## config.mk

```make
export PLATFORM = sky130hd
export DESIGN_NAME = pws_sequencer
export DESIGN_NICKNAME = d
export VERILOG_FILES = /design/src/hw/pws_pkg.sv /design/src/hw/pws_ser_if.sv /design/src/hw/pws_serial_rx.sv /design/src/hw/pws_sequencer.sv
export SDC_FILE = /design/constraint.sdc
export NUM_CORES = 1
export LEC_CHECK = 0
export BUFFER_PORTS_ARGS = -buffer_cell sky130_fd_sc_hd__buf_2
export CORE_ASPECT_RATIO = 0.7
export CORE_MARGIN = 5
export CORE_UTILIZATION = 64
export CTS_CLUSTER_SIZE = 25
export DETAILED_ROUTE_END_ITERATION = 6
export PLACE_DENSITY = 0.83
export SLEW_MARGIN = 20
export SYNTH_ARGS = -nofsm -noshare
export SYNTH_HDL_FRONTEND = slang
export SYNTH_SLANG_ARGS = --single-unit
```

## constraint.sdc

```tcl
create_clock -name ref_clk -period 5.7 [get_ports ref_clk]
set_input_delay 0.57 -clock ref_clk [delete_from_list [all_inputs] [get_ports ref_clk]]
set_output_delay 0.57 -clock ref_clk [all_outputs]
set_load 0.005 [all_outputs]
```

## src/hw/pws_pkg.sv

```systemverilog
// Package of constants shared by the wake/sleep sequencer and its serial port.
package pws_pkg;
    // Serial word layout: 4-bit address then two data nibbles.
    localparam int WORD_BITS = 12;
    localparam int ADDR_MSB = 11;
    localparam int ADDR_LSB = 8;
    localparam int DATA_MSB = 7;
    localparam int DATA_LSB = 0;
    // Register addresses on the serial port.
    localparam logic [3:0] ADDR_CONV1 = 4'h3;
    localparam logic [3:0] ADDR_CONV2 = 4'h4;
    localparam logic [3:0] ADDR_CLKSEL = 4'h8;
    // Field positions inside a converter voltage-code register and the clock-select register.
    localparam int CODE_MSB = 7;
    localparam int CODE_LSB = 1;
    localparam int SHUTOFF_BIT = 0;
    localparam int CLKSEL_BIT = 0;
    // Reset values loaded by the power-on reset.
    localparam logic [7:0] CONV1_RST = 8'h00;
    localparam logic [7:0] CONV2_RST = 8'h00;
    localparam logic CLKSEL_RST = 1'b0;
    // Timing counts in ref_clk cycles, then the width of their counters.
    localparam int WATCHDOG_CYCLES = 100000;
    localparam int NEGATE_CYCLES = 64;
    localparam int PG_DELAY_CYCLES = 256;
    localparam int OSC_HALF_CYCLES = 50;
    localparam int CNT_W = 20;
    // Sequencer states.
    typedef enum logic [1:0] {
        PWS_STANDBY,
        PWS_WAKING,
        PWS_RUN
    } pws_state_t;
endpackage

```

## src/hw/pws_ser_if.sv

```systemverilog
// Interface carrying a received serial word from the port to the core.
`timescale 1ns/10ps
`default_nettype none
interface pws_ser_if;
    // Received 12-bit word, held until the next load.
    logic [11:0] word;
    // One-cycle pulse when a word has been loaded by the strobe.
    logic load;
    // The serial receiver drives the word.
    modport rx (output word, output load);
    // The sequencer core consumes it.
    modport core (input word, input load);
endinterface
`default_nettype wire

```

## src/hw/pws_serial_rx.sv

```systemverilog
// Serial shift receiver: samples data on shift clock, loads on strobe.
`timescale 1ns/10ps
`default_nettype none
module pws_serial_rx (
    input wire logic ref_clk,
    input wire logic nrst,
    input wire logic serial_shift_clock,
    input wire logic serial_data_in,
    input wire logic load_pulse,
    pws_ser_if.rx ser
);
    // Two-stage synchronisers; stage one is read only by stage two.
    logic [2:0] sync1_reg;
    logic [2:0] sync2_reg;
    // Previous synchronised shift clock and strobe for edge finding.
    logic sck_d_reg;
    logic stb_d_reg;
    // Shift path that keeps the most recent twelve bits.
    logic [11:0] shift_reg;
    logic [11:0] word_reg;
    logic load_reg;
    wire sck_s = sync2_reg[0];
    wire data_s = sync2_reg[1];
    wire stb_s = sync2_reg[2];
    // Rising shift clock edge takes one bit in.
    wire sck_rise = sck_s & ~sck_d_reg;
    // Rising strobe edge loads the word.
    wire stb_rise = stb_s & ~stb_d_reg;

    // Synchronise the three serial pins.
    always_ff @(posedge ref_clk or negedge nrst) begin
        if (!nrst) begin
            sync1_reg <= 3'h0;
            sync2_reg <= 3'h0;
        end else begin
            sync1_reg <= {load_pulse, serial_data_in, serial_shift_clock};
            sync2_reg <= sync1_reg;
        end
    end

    // Shift most significant bit first; older bits fall off the top.
    always_ff @(posedge ref_clk or negedge nrst) begin
        if (!nrst) begin
            sck_d_reg <= 1'b0;
            stb_d_reg <= 1'b0;
            shift_reg <= 12'h000;
        end else begin
            sck_d_reg <= sck_s;
            stb_d_reg <= stb_s;
            if (sck_rise) begin
                shift_reg <= {shift_reg[10:0], data_s};
            end
        end
    end

    // Capture only the last twelve bits on the strobe edge.
    always_ff @(posedge ref_clk or negedge nrst) begin
        if (!nrst) begin
            word_reg <= 12'h000;
            load_reg <= 1'b0;
        end else begin
            load_reg <= stb_rise;
            if (stb_rise) begin
                word_reg <= shift_reg;
            end
        end
    end

    assign ser.word = word_reg;
    assign ser.load = load_reg;
endmodule
`default_nettype wire

```

## src/hw/pws_sequencer.sv

```systemverilog
// Wake/sleep sequencer core with serial control registers.
//
// Contract
// - Strobe rise loads last twelve shifted bits.
// - Data bits sampled by serial shift clock.
// - Any wake input edge sets latch, wake.
// - Latch holds until clear; no new wake.
// - After clear, sleep drops internal wake.
// - Sleep before clear also clears latch.
// - Clear ignored while external power-good low.
// - Sleep ignored while power-good low or clear.
// - Wake still held low after sleep rewakes.
// - No clear within watchdog forces sleep.
// - Select pin picks completion power-good source.
// - Sleep switches all regulated outputs off.
// - Config bit picks internal or external clock.
// - Low-side switch grounds when power-good and clear.
// - Standby rail from battery until power-good one.
// - Internal low, external high forces sleep.
// - Power-good follows sensed output against reference.
// - Output switches on only with power-good two.
// - Converter two disable opens switch two.
// - Address three holds converter one code.
// - Address four holds converter two code.
// - Word is address then two nibbles.
// - Power-on reset initialises control registers.
`timescale 1ns/10ps
`default_nettype none
module pws_sequencer #(
    parameter int WATCHDOG_CYCLES = pws_pkg::WATCHDOG_CYCLES,
    parameter int NEGATE_CYCLES = pws_pkg::NEGATE_CYCLES,
    parameter int PG_DELAY_CYCLES = pws_pkg::PG_DELAY_CYCLES,
    parameter int OSC_HALF_CYCLES = pws_pkg::OSC_HALF_CYCLES
) (
    input wire logic ref_clk,
    input wire logic nrst,
    input wire logic serial_shift_clock,
    input wire logic serial_data_in,
    input wire logic load_pulse,
    input wire logic [3:0] wake_key_in_n,
    input wire logic clear_in,
    input wire logic sleep_in,
    input wire logic completion_source_select,
    input wire logic converter1_above_ref,
    input wire logic converter2_above_ref,
    input wire logic ext_clock_in,
    output logic power_ok_rail1,
    output logic power_ok_rail2,
    output logic wake_active,
    output logic [3:0] wake_latched,
    output logic converter1_enable,
    output logic converter2_enable,
    output logic [6:0] converter1_code,
    output logic [6:0] converter2_code,
    output logic switched_output_1_on,
    output logic switched_output_2_on,
    output logic series_regs_enable,
    output logic standby_from_converter1,
    output logic standby_discharge,
    output logic low_side_switch_out,
    output logic low_side_switch_out_oe,
    output logic switching_clock
);
    // Serial word channel between the receiver and this core.
    pws_ser_if ser ();

    // Receiver for the three-wire serial port.
    pws_serial_rx u_rx (
        .ref_clk(ref_clk),
        .nrst(nrst),
        .serial_shift_clock(serial_shift_clock),
        .serial_data_in(serial_data_in),
        .load_pulse(load_pulse),
        .ser(ser.rx)
    );

    // Saturating counter step used by every timer here except the oscillator divider, which wraps.
    function automatic logic [pws_pkg::CNT_W-1:0] cnt_step(
        input logic [pws_pkg::CNT_W-1:0] c,
        input int limit
    );
        if (c >= pws_pkg::CNT_W'(limit)) begin
            cnt_step = c;
        end else begin
            cnt_step = c + 1'b1;
        end
    endfunction

    // Two-flip-flop synchronisers for all pin inputs.
    logic [10:0] pin1_reg;
    logic [10:0] pin2_reg;
    wire [3:0] wake_low_s = ~pin2_reg[3:0];
    wire clear_s = pin2_reg[4];
    wire sleep_s = pin2_reg[5];
    wire seq_sel_s = pin2_reg[6];
    wire cmp1_s = pin2_reg[7];
    wire cmp2_s = pin2_reg[8];
    wire ext_clk_s = pin2_reg[9];

    // Capture pins into the ref_clk domain.
    always_ff @(posedge ref_clk or negedge nrst) begin
        if (!nrst) begin
            pin1_reg <= 11'h00f;
            pin2_reg <= 11'h00f;
        end else begin
            pin1_reg <= {1'b0, ext_clock_in, converter2_above_ref,
                converter1_above_ref, completion_source_select,
                sleep_in, clear_in, wake_key_in_n};
            pin2_reg <= pin1_reg;
        end
    end

    // Control registers written through the serial port.
    logic [7:0] conv1_reg;
    logic [7:0] conv2_reg;
    logic clksel_reg;
    wire [3:0] ser_addr = ser.word[pws_pkg::ADDR_MSB:pws_pkg::ADDR_LSB];
    wire [7:0] ser_data = ser.word[pws_pkg::DATA_MSB:pws_pkg::DATA_LSB];
    wire wr_conv1 = ser.load && (ser_addr == pws_pkg::ADDR_CONV1);
    wire wr_conv2 = ser.load && (ser_addr == pws_pkg::ADDR_CONV2);
    wire wr_clksel = ser.load && (ser_addr == pws_pkg::ADDR_CLKSEL);

    // Reset loads defaults; loads to other addresses are ignored.
    always_ff @(posedge ref_clk or negedge nrst) begin
        if (!nrst) begin
            conv1_reg <= pws_pkg::CONV1_RST;
            conv2_reg <= pws_pkg::CONV2_RST;
            clksel_reg <= pws_pkg::CLKSEL_RST;
        end else begin
            if (wr_conv1) begin
                conv1_reg <= ser_data;
            end
            if (wr_conv2) begin
                conv2_reg <= ser_data;
            end
            if (wr_clksel) begin
                clksel_reg <= ser_data[pws_pkg::CLKSEL_BIT];
            end
        end
    end

    // Power-good: internal follows comparator, external adds a delay.
    logic [pws_pkg::CNT_W-1:0] pg1_cnt_reg;
    logic [pws_pkg::CNT_W-1:0] pg2_cnt_reg;
    wire pg1_int = cmp1_s;
    wire pg2_int = cmp2_s;
    wire pg1_ext = pg1_cnt_reg >= pws_pkg::CNT_W'(PG_DELAY_CYCLES);
    wire pg2_ext = pg2_cnt_reg >= pws_pkg::CNT_W'(PG_DELAY_CYCLES);

    // Delay counters restart whenever the sensed output falls below.
    always_ff @(posedge ref_clk or negedge nrst) begin
        if (!nrst) begin
            pg1_cnt_reg <= '0;
            pg2_cnt_reg <= '0;
        end else begin
            pg1_cnt_reg <= pg1_int ? cnt_step(pg1_cnt_reg, PG_DELAY_CYCLES)
                : '0;
            pg2_cnt_reg <= pg2_int ? cnt_step(pg2_cnt_reg, PG_DELAY_CYCLES)
                : '0;
        end
    end

    // Completion is judged from the selected rail; then clear and
    // sleep stay negated for a further settling count.
    logic [pws_pkg::CNT_W-1:0] neg_cnt_reg;
    wire done_sel = seq_sel_s ? pg2_ext : pg1_ext;
    wire neg_open = neg_cnt_reg >= pws_pkg::CNT_W'(NEGATE_CYCLES);
    wire pg_both = pg1_ext & pg2_ext;
    wire clear_eff = clear_s & pg_both & neg_open;
    wire sleep_pin_eff = sleep_s & pg_both & ~clear_s & neg_open;

    // Negation counter runs while the completion source is good.
    always_ff @(posedge ref_clk or negedge nrst) begin
        if (!nrst) begin
            neg_cnt_reg <= '0;
        end else begin
            neg_cnt_reg <= done_sel ? cnt_step(neg_cnt_reg, NEGATE_CYCLES)
                : '0;
        end
    end

    // Wake latch, internal wake and sequencer state.
    pws_pkg::pws_state_t state_reg;
    pws_pkg::pws_state_t state_next;
    logic [3:0] latch_reg;
    logic [3:0] wake_prev_reg;
    logic cleared_reg;
    logic sleep_d_reg;
    logic clear_d_reg;
    logic [pws_pkg::CNT_W-1:0] wdog_reg;
    wire [3:0] wake_rise = wake_low_s & ~wake_prev_reg;
    wire latch_empty = (latch_reg == 4'h0);
    wire wake_take = latch_empty && (wake_rise != 4'h0);
    wire sleep_rise = sleep_pin_eff & ~sleep_d_reg;
    wire clear_rise = clear_eff & ~clear_d_reg;
    wire wdog_expire = (state_reg != pws_pkg::PWS_STANDBY) && !cleared_reg
        && (wdog_reg >= pws_pkg::CNT_W'(WATCHDOG_CYCLES));
    wire pg_fault = ~pg1_int & pg1_ext;
    wire sleep_any = sleep_rise | wdog_expire
        | (pg_fault && state_reg != pws_pkg::PWS_STANDBY);
    wire wake_on = (state_reg != pws_pkg::PWS_STANDBY);

    // Next state: standby until a wake, running once clear is seen.
    always_comb begin
        state_next = state_reg;
        unique case (state_reg)
            pws_pkg::PWS_STANDBY: begin
                if (wake_take) begin
                    state_next = pws_pkg::PWS_WAKING;
                end
            end
            pws_pkg::PWS_WAKING: begin
                if (sleep_any) begin
                    state_next = pws_pkg::PWS_STANDBY;
                end else if (clear_rise) begin
                    state_next = pws_pkg::PWS_RUN;
                end
            end
            pws_pkg::PWS_RUN: begin
                if (sleep_any) begin
                    state_next = pws_pkg::PWS_STANDBY;
                end
            end
        endcase
    end

    // State, latch and edge history.
    always_ff @(posedge ref_clk or negedge nrst) begin
        if (!nrst) begin
            state_reg <= pws_pkg::PWS_STANDBY;
            latch_reg <= 4'h0;
            wake_prev_reg <= 4'h0;
            cleared_reg <= 1'b0;
            sleep_d_reg <= 1'b0;
            clear_d_reg <= 1'b0;
        end else begin
            state_reg <= state_next;
            sleep_d_reg <= sleep_pin_eff;
            clear_d_reg <= clear_eff;
            if (sleep_any) begin
                // Forget history so a key still held low wakes again.
                wake_prev_reg <= 4'h0;
                latch_reg <= 4'h0;
                cleared_reg <= 1'b0;
            end else begin
                wake_prev_reg <= wake_low_s;
                if (clear_eff) begin
                    latch_reg <= 4'h0;
                    cleared_reg <= wake_on;
                end else if (wake_take) begin
                    latch_reg <= wake_rise;
                end
            end
        end
    end

    // Watchdog counts from wake rising until clear is seen.
    always_ff @(posedge ref_clk or negedge nrst) begin
        if (!nrst) begin
            wdog_reg <= '0;
        end else if (!wake_on || cleared_reg || sleep_any) begin
            wdog_reg <= '0;
        end else begin
            wdog_reg <= cnt_step(wdog_reg, WATCHDOG_CYCLES);
        end
    end

    // Switching clock: internal oscillator divider or sampled pin.
    logic [pws_pkg::CNT_W-1:0] osc_cnt_reg;
    logic osc_reg;
    wire osc_tick = osc_cnt_reg >= pws_pkg::CNT_W'(OSC_HALF_CYCLES - 1);

    // Divider stands in for the internal oscillator.
    always_ff @(posedge ref_clk or negedge nrst) begin
        if (!nrst) begin
            osc_cnt_reg <= '0;
            osc_reg <= 1'b0;
        end else if (osc_tick) begin
            osc_cnt_reg <= '0;
            osc_reg <= ~osc_reg;
        end else begin
            osc_cnt_reg <= osc_cnt_reg + 1'b1;
        end
    end

    // Derived output levels, decoded before their flip-flops.
    wire conv2_on = wake_on & ~conv2_reg[pws_pkg::SHUTOFF_BIT];
    wire conv1_on = wake_on & ~conv1_reg[pws_pkg::SHUTOFF_BIT];
    wire sw1_on = wake_on & pg2_int;
    wire sw2_on = conv2_on & pg2_int;
    wire sreg_on = wake_on & (seq_sel_s ? pg2_int : pg1_int);
    wire lsw_on = pg1_int & clear_s;
    wire clk_sel = clksel_reg ? ext_clk_s : osc_reg;

    // All outputs leave from flip-flops.
    always_ff @(posedge ref_clk or negedge nrst) begin
        if (!nrst) begin
            power_ok_rail1 <= 1'b0;
            power_ok_rail2 <= 1'b0;
            wake_active <= 1'b0;
            wake_latched <= 4'h0;
            converter1_enable <= 1'b0;
            converter2_enable <= 1'b0;
            converter1_code <= 7'h00;
            converter2_code <= 7'h00;
            switched_output_1_on <= 1'b0;
            switched_output_2_on <= 1'b0;
            series_regs_enable <= 1'b0;
            standby_from_converter1 <= 1'b0;
            standby_discharge <= 1'b0;
            low_side_switch_out <= 1'b0;
            low_side_switch_out_oe <= 1'b0;
            switching_clock <= 1'b0;
        end else begin
            power_ok_rail1 <= pg1_ext;
            power_ok_rail2 <= pg2_ext;
            wake_active <= wake_on;
            wake_latched <= latch_reg;
            converter1_enable <= conv1_on;
            converter2_enable <= conv2_on;
            converter1_code <= conv1_reg[pws_pkg::CODE_MSB:pws_pkg::CODE_LSB];
            converter2_code <= conv2_reg[pws_pkg::CODE_MSB:pws_pkg::CODE_LSB];
            switched_output_1_on <= sw1_on;
            switched_output_2_on <= sw2_on;
            series_regs_enable <= sreg_on;
            standby_from_converter1 <= pg1_int;
            standby_discharge <= pg_fault;
            low_side_switch_out <= 1'b0;
            low_side_switch_out_oe <= lsw_on;
            switching_clock <= clk_sel;
        end
    end
endmodule
`default_nettype wire

```

==> impl_metrics.tcl, run 1 <==
set metrics [dict create \
    hold_viol 0 \
    firstDrtPassIters 4 \
    nets 670 \
    p_total_mw 3.638 \
    setup.worst_path.end_class "register" \
    finalMaxSlewViolations 0 \
    hold_buffers 0 \
    tns_ns 0 \
    rsz0062_at_grt "false" \
    yosys.area.top_type "dfrtp_1" \
    initial_core_util_pct 66.17 \
    worst-slew-pin-transition_ns 1.043 \
    numPortBuffers 44 \
    std_cell_rows 33 \
    synth.area.top_cells "dfrtp_1 66%, mux2_2 6.0%, and2_1 4.1%" \
    critical_path_class "reg -> reg" \
    drive_above_1_share_pct 21.32 \
    coreArea_sq_um 11850 \
    cts_sinks 214 \
    ys.flop_type "dfrtp_1" \
    drt_iter0_markers 290 \
    cp-start-kind "register" \
    wl_per_cell_microns 16.76 \
    r2r_cells 6 \
    clkLatencyLatePin_ns 0.47 \
    max_slew_margin_pct 30.34 \
    hpwlAfterDp_microns 8601 \
    r2r_start "pg1_cnt_reg[14]$_DFFE_PN0P_" \
    synth_area_sq_um 7841 \
    synth_top_area_share_pct 65.74 \
    vias 4337 \
    synth_seq_cells 214 \
    cts_root_buf "clkbuf_16" \
    cts_resized 0 \
    die_w_microns 142.3 \
    async_flop_share_pct 100.0 \
    status "finished, final reports clean" \
    yosys_warnings 0 \
    drcViolationCount 0 \
    path_clk_slew_ns 0.06 \
    vias_per_cell 5.361 \
    cts_made_buffers 19 \
    cp_max_fo 17 \
    r2r_setup_slack_ns 3.47 \
    synth_edf_count 0 \
    finalWirelength_microns 13560 \
    hold_class "in -> async" \
    power_density_nw_per_um2 408.2 \
    syn2layout_area_growth_pct 13.66 \
    gp_congestion 0.7479 \
    finalClockSkew_ns 0.006555 \
    leakagePower_nw 4.264 \
    yosysMostFrequentCell "dfrtp_1" \
    die_area_sq_um 14600 \
    antenna_left 0 \
    grt_max_degree 83 \
    arrival_ns 2.61 \
    finalSetupViolCount 0 \
    synth_common_cells "206 x dfrtp_1, 53 x nor2_1, 51 x and2_1, 42 x mux2_2, 24 x xnor2_1" \
    fin_crit_ns 2.226 \
    clock_path_buffers 3 \
    crit_required_ns 6.09 \
    antenna_found_initial 0 \
    synth-seq-area-share_pct 68.42 \
    synthCells 570 \
    cts_tree "yes" \
    fin_crit_sh_pct 39.05 \
    die_height_microns 102.6 \
    grt_pass1_vias 4684 \
    grt_overflow 0 \
    grt_usage_pct 20.00 \
    antenna_cells 0 \
    syn_area_per_cell_sq_um 13.76 \
    ys_types 43 \
    r2r_end "wdog_reg[5]$_DFFE_PN0P_" \
    ioPinCount 46 \
    post-cts-setup-buffers 0 \
    fmax_ghz 0.4493 \
    htree_levels 1 \
    grt_first_pass_wirelength_microns 23360 \
    maxCapViolCount 0 \
    ir_drop_mv 0.2179 \
]
[worst max path at each step]
stage                                 from                    endpoint  slack, ns
2_1_floorplan     osc_cnt_reg[0]$_DFF_PN0_         osc_reg$_DFFE_PN0N_       3.90
3_3_place_gp                          nrst  pg1_cnt_reg[4]$_DFFE_PN0P_       3.65
3_5_place_dp                          nrst  pg1_cnt_reg[3]$_DFFE_PN0P_       3.59
4_1_cts        pg1_cnt_reg[14]$_DFFE_PN0P_     wdog_reg[5]$_DFFE_PN0P_       3.45
5_1_grt        pg1_cnt_reg[14]$_DFFE_PN0P_    state_reg[1]$_DFFE_PN0P_       3.34
6_report       pg1_cnt_reg[14]$_DFFE_PN0P_     wdog_reg[5]$_DFFE_PN0P_       3.47
[layout by cell type, fill, tap and decap left out, drive strengths merged]
master,instances
a31oi,3
clkinv,3
nor2b,6
and4,3
bufinv,2
clkinvlp,1
o21ai,1
nor4b,1
or4b,1
a21oi,6
or3,1
nor4,16
dfstp,8
buf,45
nand3b,3
conb,18
and2,51
mux2i,3
mux2,42
or4,2
a21boi,2
nor2,53
inv,21
o211ai,2
o32ai,1
xor2,13
nor3b,2
ha,14
nand2b,1
dfrtp,206
xnor2,24
nand4,18
clkbuf,27
nand3,9
nor3,12
and3,7
a41oi,2
o21a,3
nand2,19
[through the flow]
stage	setup slack, ns	instance area (sq um)	util, %	std cells	hold WS (ns)
floorplan	3.897	7905	-	587	0.2744
global placement	3.648	8272	69.80	777	0.3325
detailed placement	3.588	8274	69.82	777	0.3355
CTS	3.453	8909	75.18	809	0.1367
global route	3.340	8912	75.21	809	0.1700
finish	3.474	8912	75.21	809	0.1196
[cell type report]
| cell class | instances | area (sq um) |
|---|---|---|
| Tap cell | 157 | 196.4 |
| Multi-Input combinational cell | 339 | 2385 |
| Inverter | 21 | 83.83 |
| Clock inverter | 6 | 82.58 |
| Sequential cell | 214 | 5365 |
| Timing Repair Buffer | 46 | 247.7 |
| Fill cell | 677 | 2938 |
| Clock buffer | 26 | 551.8 |
[metal layers]
metal / GRT usage, % / part of all wire [%] / vias to the layer above
met1: 27.58 / 44 / 2205
met5: 0 / 0 / -
met2: 34.32 / 50 / 88
met3: 3.523 / 4.0 / 16
li1: - / - / 2028
met4: 4.310 / 1.7 / 0
[critical path, stage by stage (launching register included)]
cell and delay (ns):
dfrtp_1 0.40, nor4_1 0.37, and3_1 0.51, inv_2 0.19
nand4_4 0.18, nand4_4 0.27, nor2_1 0.22
[cells by family after synthesis]
kind of cell / share of synthesized area, %
xor+xnor: 4.133
mux: 6.415
buf+inv: 2.011
simple gates: 14.86
flops: 68.42
fa+ha+maj: 2.234
compound gates: 1.883
other cells: 0.04782
[where the power goes]
part | internal (mW) | total, mW | switching [mW]
Sequential | 1.75 | 1.89 | 0.141
Clock | 0.766 | 1.28 | 0.516
Combinational | 0.217 | 0.462 | 0.245
Note: power is estimated with default switching activity, not from simulation.
==> run 2, diff against run 1 <==
- ABC_AREA: unset -> 1
- CORE_UTILIZATION: 64 -> 60
- PLACE_DENSITY: 0.83 -> 0.79
- clock period: 5.7 -> 2.2 ns (I/O delays scaled with it)
==> impl_metrics.tcl, run 2 <==
set metrics [dict create \
    status "finished, final reports clean" \
    initial_core_util_pct 61.00 \
    final_cell_mix "206 x dfrtp_1, 109 x nand2_1, 108 x inv_1" \
    cpLargestDelayFamily "simple AND/OR/NAND/NOR gates" \
    yosys_warnings 0 \
    cts_root_buf "clkbuf_16" \
    firstDrtPassIters 5 \
    cts_resized 0 \
    max_slew_margin_pct 62.26 \
    finalSetupViolCount 0 \
    finalMaxSlewViolations 0 \
    hpwlAfterDp_microns 9348 \
    synth_edf_count 0 \
    grt_max_degree 60 \
    cts_tree "yes" \
    synth_area_sq_um 7988 \
    yosys.area.top_type "dfrtp_1" \
    coreArea_sq_um 13090 \
    wl_per_cell_microns 14.24 \
    cp_slowest_cell "dfrtp_1" \
    synth_seq_cells 214 \
    drcViolationCount 0 \
    path_clk_slew_ns 0.06 \
    synthCells 734 \
    die_area_sq_um 15760 \
    setup.worst_path.end_class "register" \
    worst-slew-pin-transition_ns 0.5661 \
    leakagePower_nw 4.692 \
    ir_drop_mv 0.6538 \
    hold_class "in -> async" \
    cp-start-kind "register" \
    vias 5121 \
    grt_first_pass_wirelength_microns 24810 \
    synth_top_area_share_pct 64.54 \
    die_w_microns 147.9 \
    r2r_setup_slack_ns 0.29 \
    finalWirelength_microns 14350 \
    gp_congestion 0.8088 \
    fmax_ghz 0.5239 \
    hold_ws_ns 0.2843 \
    power_density_nw_per_um2 1008 \
    numPortBuffers 44 \
    vias_per_cell 5.080 \
    antenna_left 0 \
    hold_buffers 14 \
    htree_levels 1 \
    cp_max_fo 4 \
    tns_ns 0 \
    antenna_found_initial 0 \
    async_flop_share_pct 100.0 \
    synth.area.top_cells "dfrtp_1 65%, nand2_1 5.1%, inv_1 5.1%" \
    final_common_cell "dfrtp_1" \
    fin_crit_sh_pct 86.77 \
    cts_sinks 214 \
    ioPinCount 46 \
    post-cts-setup-buffers 0 \
    r2r_cells 7 \
    dp_cells 958 \
    synth-seq-area-share_pct 67.17 \
    r2r_start "wdog_reg[0]$_DFFE_PN0P_" \
    die_height_microns 106.5 \
    ys_types 42 \
    crit_path_max_incr_delay_ns 0.40 \
    rsz0062_at_grt "false" \
    nets 857 \
    crit_required_ns 2.56 \
    syn2layout_area_growth_pct 16.79 \
    r2r_end "wdog_reg[14]$_DFFE_PN0P_" \
    grt_overflow 0 \
    antenna_cells 0 \
    crit_chain "ha_1, nand3_1, nor4_2, nand2_1, nor3_1, xor2_1, nor2_1" \
    clkLatencyLatePin_ns 0.49 \
    drive_above_1_share_pct 15.20 \
    clock_path_buffers 3 \
    grt_pass1_vias 5344 \
    grt_usage_pct 19.13 \
    arrival_ns 2.27 \
    synth_common_cells "206 x dfrtp_1, 109 x nand2_1, 108 x inv_1, 92 x nor2_1, 47 x o21ai_0" \
    yosysMostFrequentCell "dfrtp_1" \
    std_cell_rows 35 \
    fin_crit_ns 1.909 \
    drt_iter0_markers 372 \
    final_util_pct 71.25 \
    ys.flop_type "dfrtp_1" \
    finalClockSkew_ns 0.008039 \
    finalNonFillerCells 1008 \
    maxCapViolCount 0 \
    critical_path_class "reg -> reg" \
    syn_area_per_cell_sq_um 10.88 \
    hold_viol 0 \
    cts_made_buffers 20 \
    path_buf_inv 0 \
]
==> run 2: layout make-up <==
cell class	instances	area, sq um
flip-flops and latches	214	5365
fillers	883	3765
multi-input cells	413	2207
clock buffers	35	648.1
repair buffers	67	474.2
inverters	112	421.7
well taps	166	207.7
clock inverters	1	5.005
==> run 2: power by group <==
part | leakage [nW] | internal, mW | switching (mW)
combinational | 1.59 | 0.509 | 0.794
sequential | 2.78 | 4.48 | 0.274
clock | 0.321 | 1.99 | 1.36
total | 4.69 | 6.97 | 2.43
==> run 2: logic make-up (layout without fill, tap and decap cells) <==
family	count (synthesis)	after routing	share of synthesized area [%]
AOI/OAI and AO/OA	73	73	4.919
xor gates and xnor gates	13	13	1.425
adders and majority gates	14	14	2.193
buffers and inverters	124	215	5.999
DFF	214	214	67.17
muxes	12	12	1.676
other	1	18	0.04695
and+or+nand+nor	283	283	16.57
==> run 2: worst register-to-register path, stage by stage, from the launching register on <==
cell and delay, ns:
dfrtp_1 0.40, ha_1 0.20, nand3_1 0.14, nor4_2 0.27, nand2_1 0.18, nor3_1 0.27
xor2_1 0.26, nor2_1 0.07
==> run 2: stage by stage <==
step	area, sq um	worst slack (ns)	power [mW]
6_report	9329	0.2911	9.402
5_1_grt	9329	0.09571	9.882
4_1_cts	9329	0.3086	9.481
3_5_place_dp	8536	0.3628	6.085
3_3_place_gp	8536	0.4972	5.979
2_1_floorplan	8051	0.6017	5.556
==> run 2: per-layer routing <==
layer | vias up | GRT usage (%) | routed length [microns] | share of wire (%)
met3 | 35 | 3.068 | 473 | 3.3
met1 | 2526 | 25.95 | 6471 | 45
met4 | 0 | 5.801 | 378 | 2.6
li1 | 2460 | - | - | -
met5 | - | 0 | 0 | 0
met2 | 100 | 32.35 | 7030 | 49
==> run 2: worst max path at each step <==
| stage | cells after the start | slack (ns) | start | end |
|---|---|---|---|---|
| detailed placement | 10 | 0.36 | state_reg[0]$_DFFE_PN0P_ | state_reg[0]$_DFFE_PN0P_ |
| finish | 7 | 0.29 | wdog_reg[0]$_DFFE_PN0P_ | wdog_reg[14]$_DFFE_PN0P_ |
| global placement | 10 | 0.50 | pg2_cnt_reg[18]$_DFFE_PN0P_ | neg_cnt_reg[1]$_DFFE_PN0P_ |
| CTS | 7 | 0.31 | wdog_reg[0]$_DFFE_PN0P_ | wdog_reg[14]$_DFFE_PN0P_ |
| global route | 7 | 0.1 | wdog_reg[0]$_DFFE_PN0P_ | wdog_reg[14]$_DFFE_PN0P_ |
| floorplan | 10 | 0.60 | state_reg[0]$_DFFE_PN0P_ | state_reg[0]$_DFFE_PN0P_ |
==> run 3, diff against run 2 <==
- CORE_UTILIZATION: 60 -> 54
- PLACE_DENSITY: 0.79 -> 0.75
- clock period: 2.2 -> 1.7 ns (I/O delays scaled with it)
==> impl_metrics.tcl, run 3 (synthesis results as in run 2) <==
set metrics [dict create \
    finalClockSkew_ns 0.007459 \
    crit_required_ns 2.08 \
    grt_overflow 0 \
    worst-slew-pin-transition_ns 0.5570 \
    violations "setup timing" \
    hold_ws_ns 0.2319 \
    finalMaxSlewViolations 0 \
    grt_max_degree 57 \
    fin_crit_ns 1.712 \
    cp_max_fo 8 \
    gp_congestion 0.7676 \
    leakagePower_nw 4.888 \
    cts_sinks 214 \
    grt_first_pass_wirelength_microns 25410 \
    grt_usage_pct 17.58 \
    ioPinCount 46 \
    initial_core_util_pct 54.77 \
    firstDrtPassIters 4 \
    dp_cells 995 \
    final_common_cell "dfrtp_1" \
    die_height_microns 111.8 \
    syn2layout_area_growth_pct 22.24 \
    clock_path_buffers 3 \
    fmax_ghz 0.5840 \
    path_clk_slew_ns 0.07 \
    grt_pass1_vias 5377 \
    antenna_left 0 \
    cts_made_buffers 20 \
    max_slew_margin_pct 62.78 \
    final_cell_mix "206 x dfrtp_1, 108 x inv_1, 105 x nand2_1" \
    fin_crit_sh_pct 100.7 \
    antenna_found_initial 0 \
    nets 886 \
    finalNonFillerCells 1066 \
    drcViolationCount 0 \
    r2r_start "pg1_cnt_reg[19]$_DFFE_PN0P_" \
    hold_viol 0 \
    cts_tree "yes" \
    cp-start-kind "register" \
    die_area_sq_um 17360 \
    drt_iter0_markers 296 \
    drive_above_1_share_pct 22.04 \
    cts_root_buf "clkbuf_16" \
    seq_area_sq_um 5365 \
    setup.worst_path.end_class "register" \
    ir_drop_mv 0.8178 \
    arrival_ns 2.09 \
    coreArea_sq_um 14580 \
    hold_class "in -> async" \
    vias_per_cell 4.929 \
    rsz0062_at_grt "true" \
    vias 5254 \
    wl_per_cell_microns 14.30 \
    multiInputGateArea_sq_um 2370 \
    status "finished, violations left" \
    critical_path_class "reg -> reg" \
    finalWirelength_microns 15250 \
    numPortBuffers 44 \
    setup_slack_ns -0.01219 \
    finalSetupViolCount 4 \
    hpwlAfterDp_microns 9772 \
    htree_levels 1 \
    power_density_nw_per_um2 1290 \
    n_fill_cell 1054 \
    std_cell_rows 37 \
    die_w_microns 155.4 \
    crit_path_start "pg1_cnt_reg[19]$_DFFE_PN0P_" \
    antenna_cells 0 \
    clkLatencyLatePin_ns 0.49 \
    maxCapViolCount 0 \
]
## run 3: final cells by class
cell class,count,share of cell area (%)
Clock inverter,9,0.9610
Sequential cell,214,54.95
Timing Repair Buffer,96,7.278
Clock buffer,27,5.702
Tap cell,195,2.499
Multi-Input combinational cell,413,24.27
Inverter,112,4.344
## run 3: metrics by stage
stage	setup slack, ns	TNS [ns]	util, %	power [mW]	area (sq um)
after floorplan	0.1017	0	-	7.190	8051
after detailed placement	-0.002215	-0.002215	59.19	7.956	8632
after global placement	0.07954	0	59.19	7.809	8632
after global routing	-0.1411	-2.938	66.96	13.24	9764
final	-0.01219	-0.02337	66.96	12.60	9764
after CTS	0.004252	0	64.82	12.47	9453
## run 3: path summary, 6_finish.rpt
kind                                                 to  slack (ns)  cells after the start
max in group asynchronous         pin2_reg[0]$_DFF_PN1_        0.86                      3
worst max register to register  cleared_reg$_DFFE_PN0P_       -0.01                     10
min in group ref_clk              pin1_reg[8]$_DFF_PN0_        0.31                      2
worst min-delay path              pin1_reg[6]$_DFF_PN0_        0.23                      2
worst min register to register    pin2_reg[8]$_DFF_PN0_        0.35                      0
worst max-delay path            cleared_reg$_DFFE_PN0P_       -0.01                     10
## run 3: metal layers
metal | global-route usage (%) | up-vias | routed length, microns
met3 | 3.458 | 32 | 621
met1 | 23.58 | 2595 | 6593
met4 | 4.023 | 0 | 311
met5 | 0 | - | 0
li1 | - | 2525 | -
met2 | 30.00 | 102 | 7719
## run 3: critical path, stage by stage, from the launching register on
cell,delay (ns)
dfrtp_1,0.37
nor2_1,0.07
nand2_1,0.12
nor2_4,0.06
nand2_4,0.14
nand2_4,0.08
buf_6,0.12
nor3_4,0.25
buf_4,0.16
mux2i_1,0.17
nor2_1,0.06
## run 3: power by group
| part | switching [mW] | internal (mW) |
|---|---|---|
| clock | 1.90 | 2.48 |
| sequential | 0.361 | 5.79 |
| combinational | 1.16 | 0.910 |
| total | 3.42 | 9.18 |
## run 3: what timing repair did
| item | in CTS | in global routing |
|---|---|---|
| resized for setup | 3 | 45 |
| pin swaps | 0 | 21 |
| endpoints found under the hold margin | 62 | 0 |
| setup buffers | 3 | 18 |
| endpoints found under the setup margin | 9 | 34 |
| hold buffers | 14 | 0 |
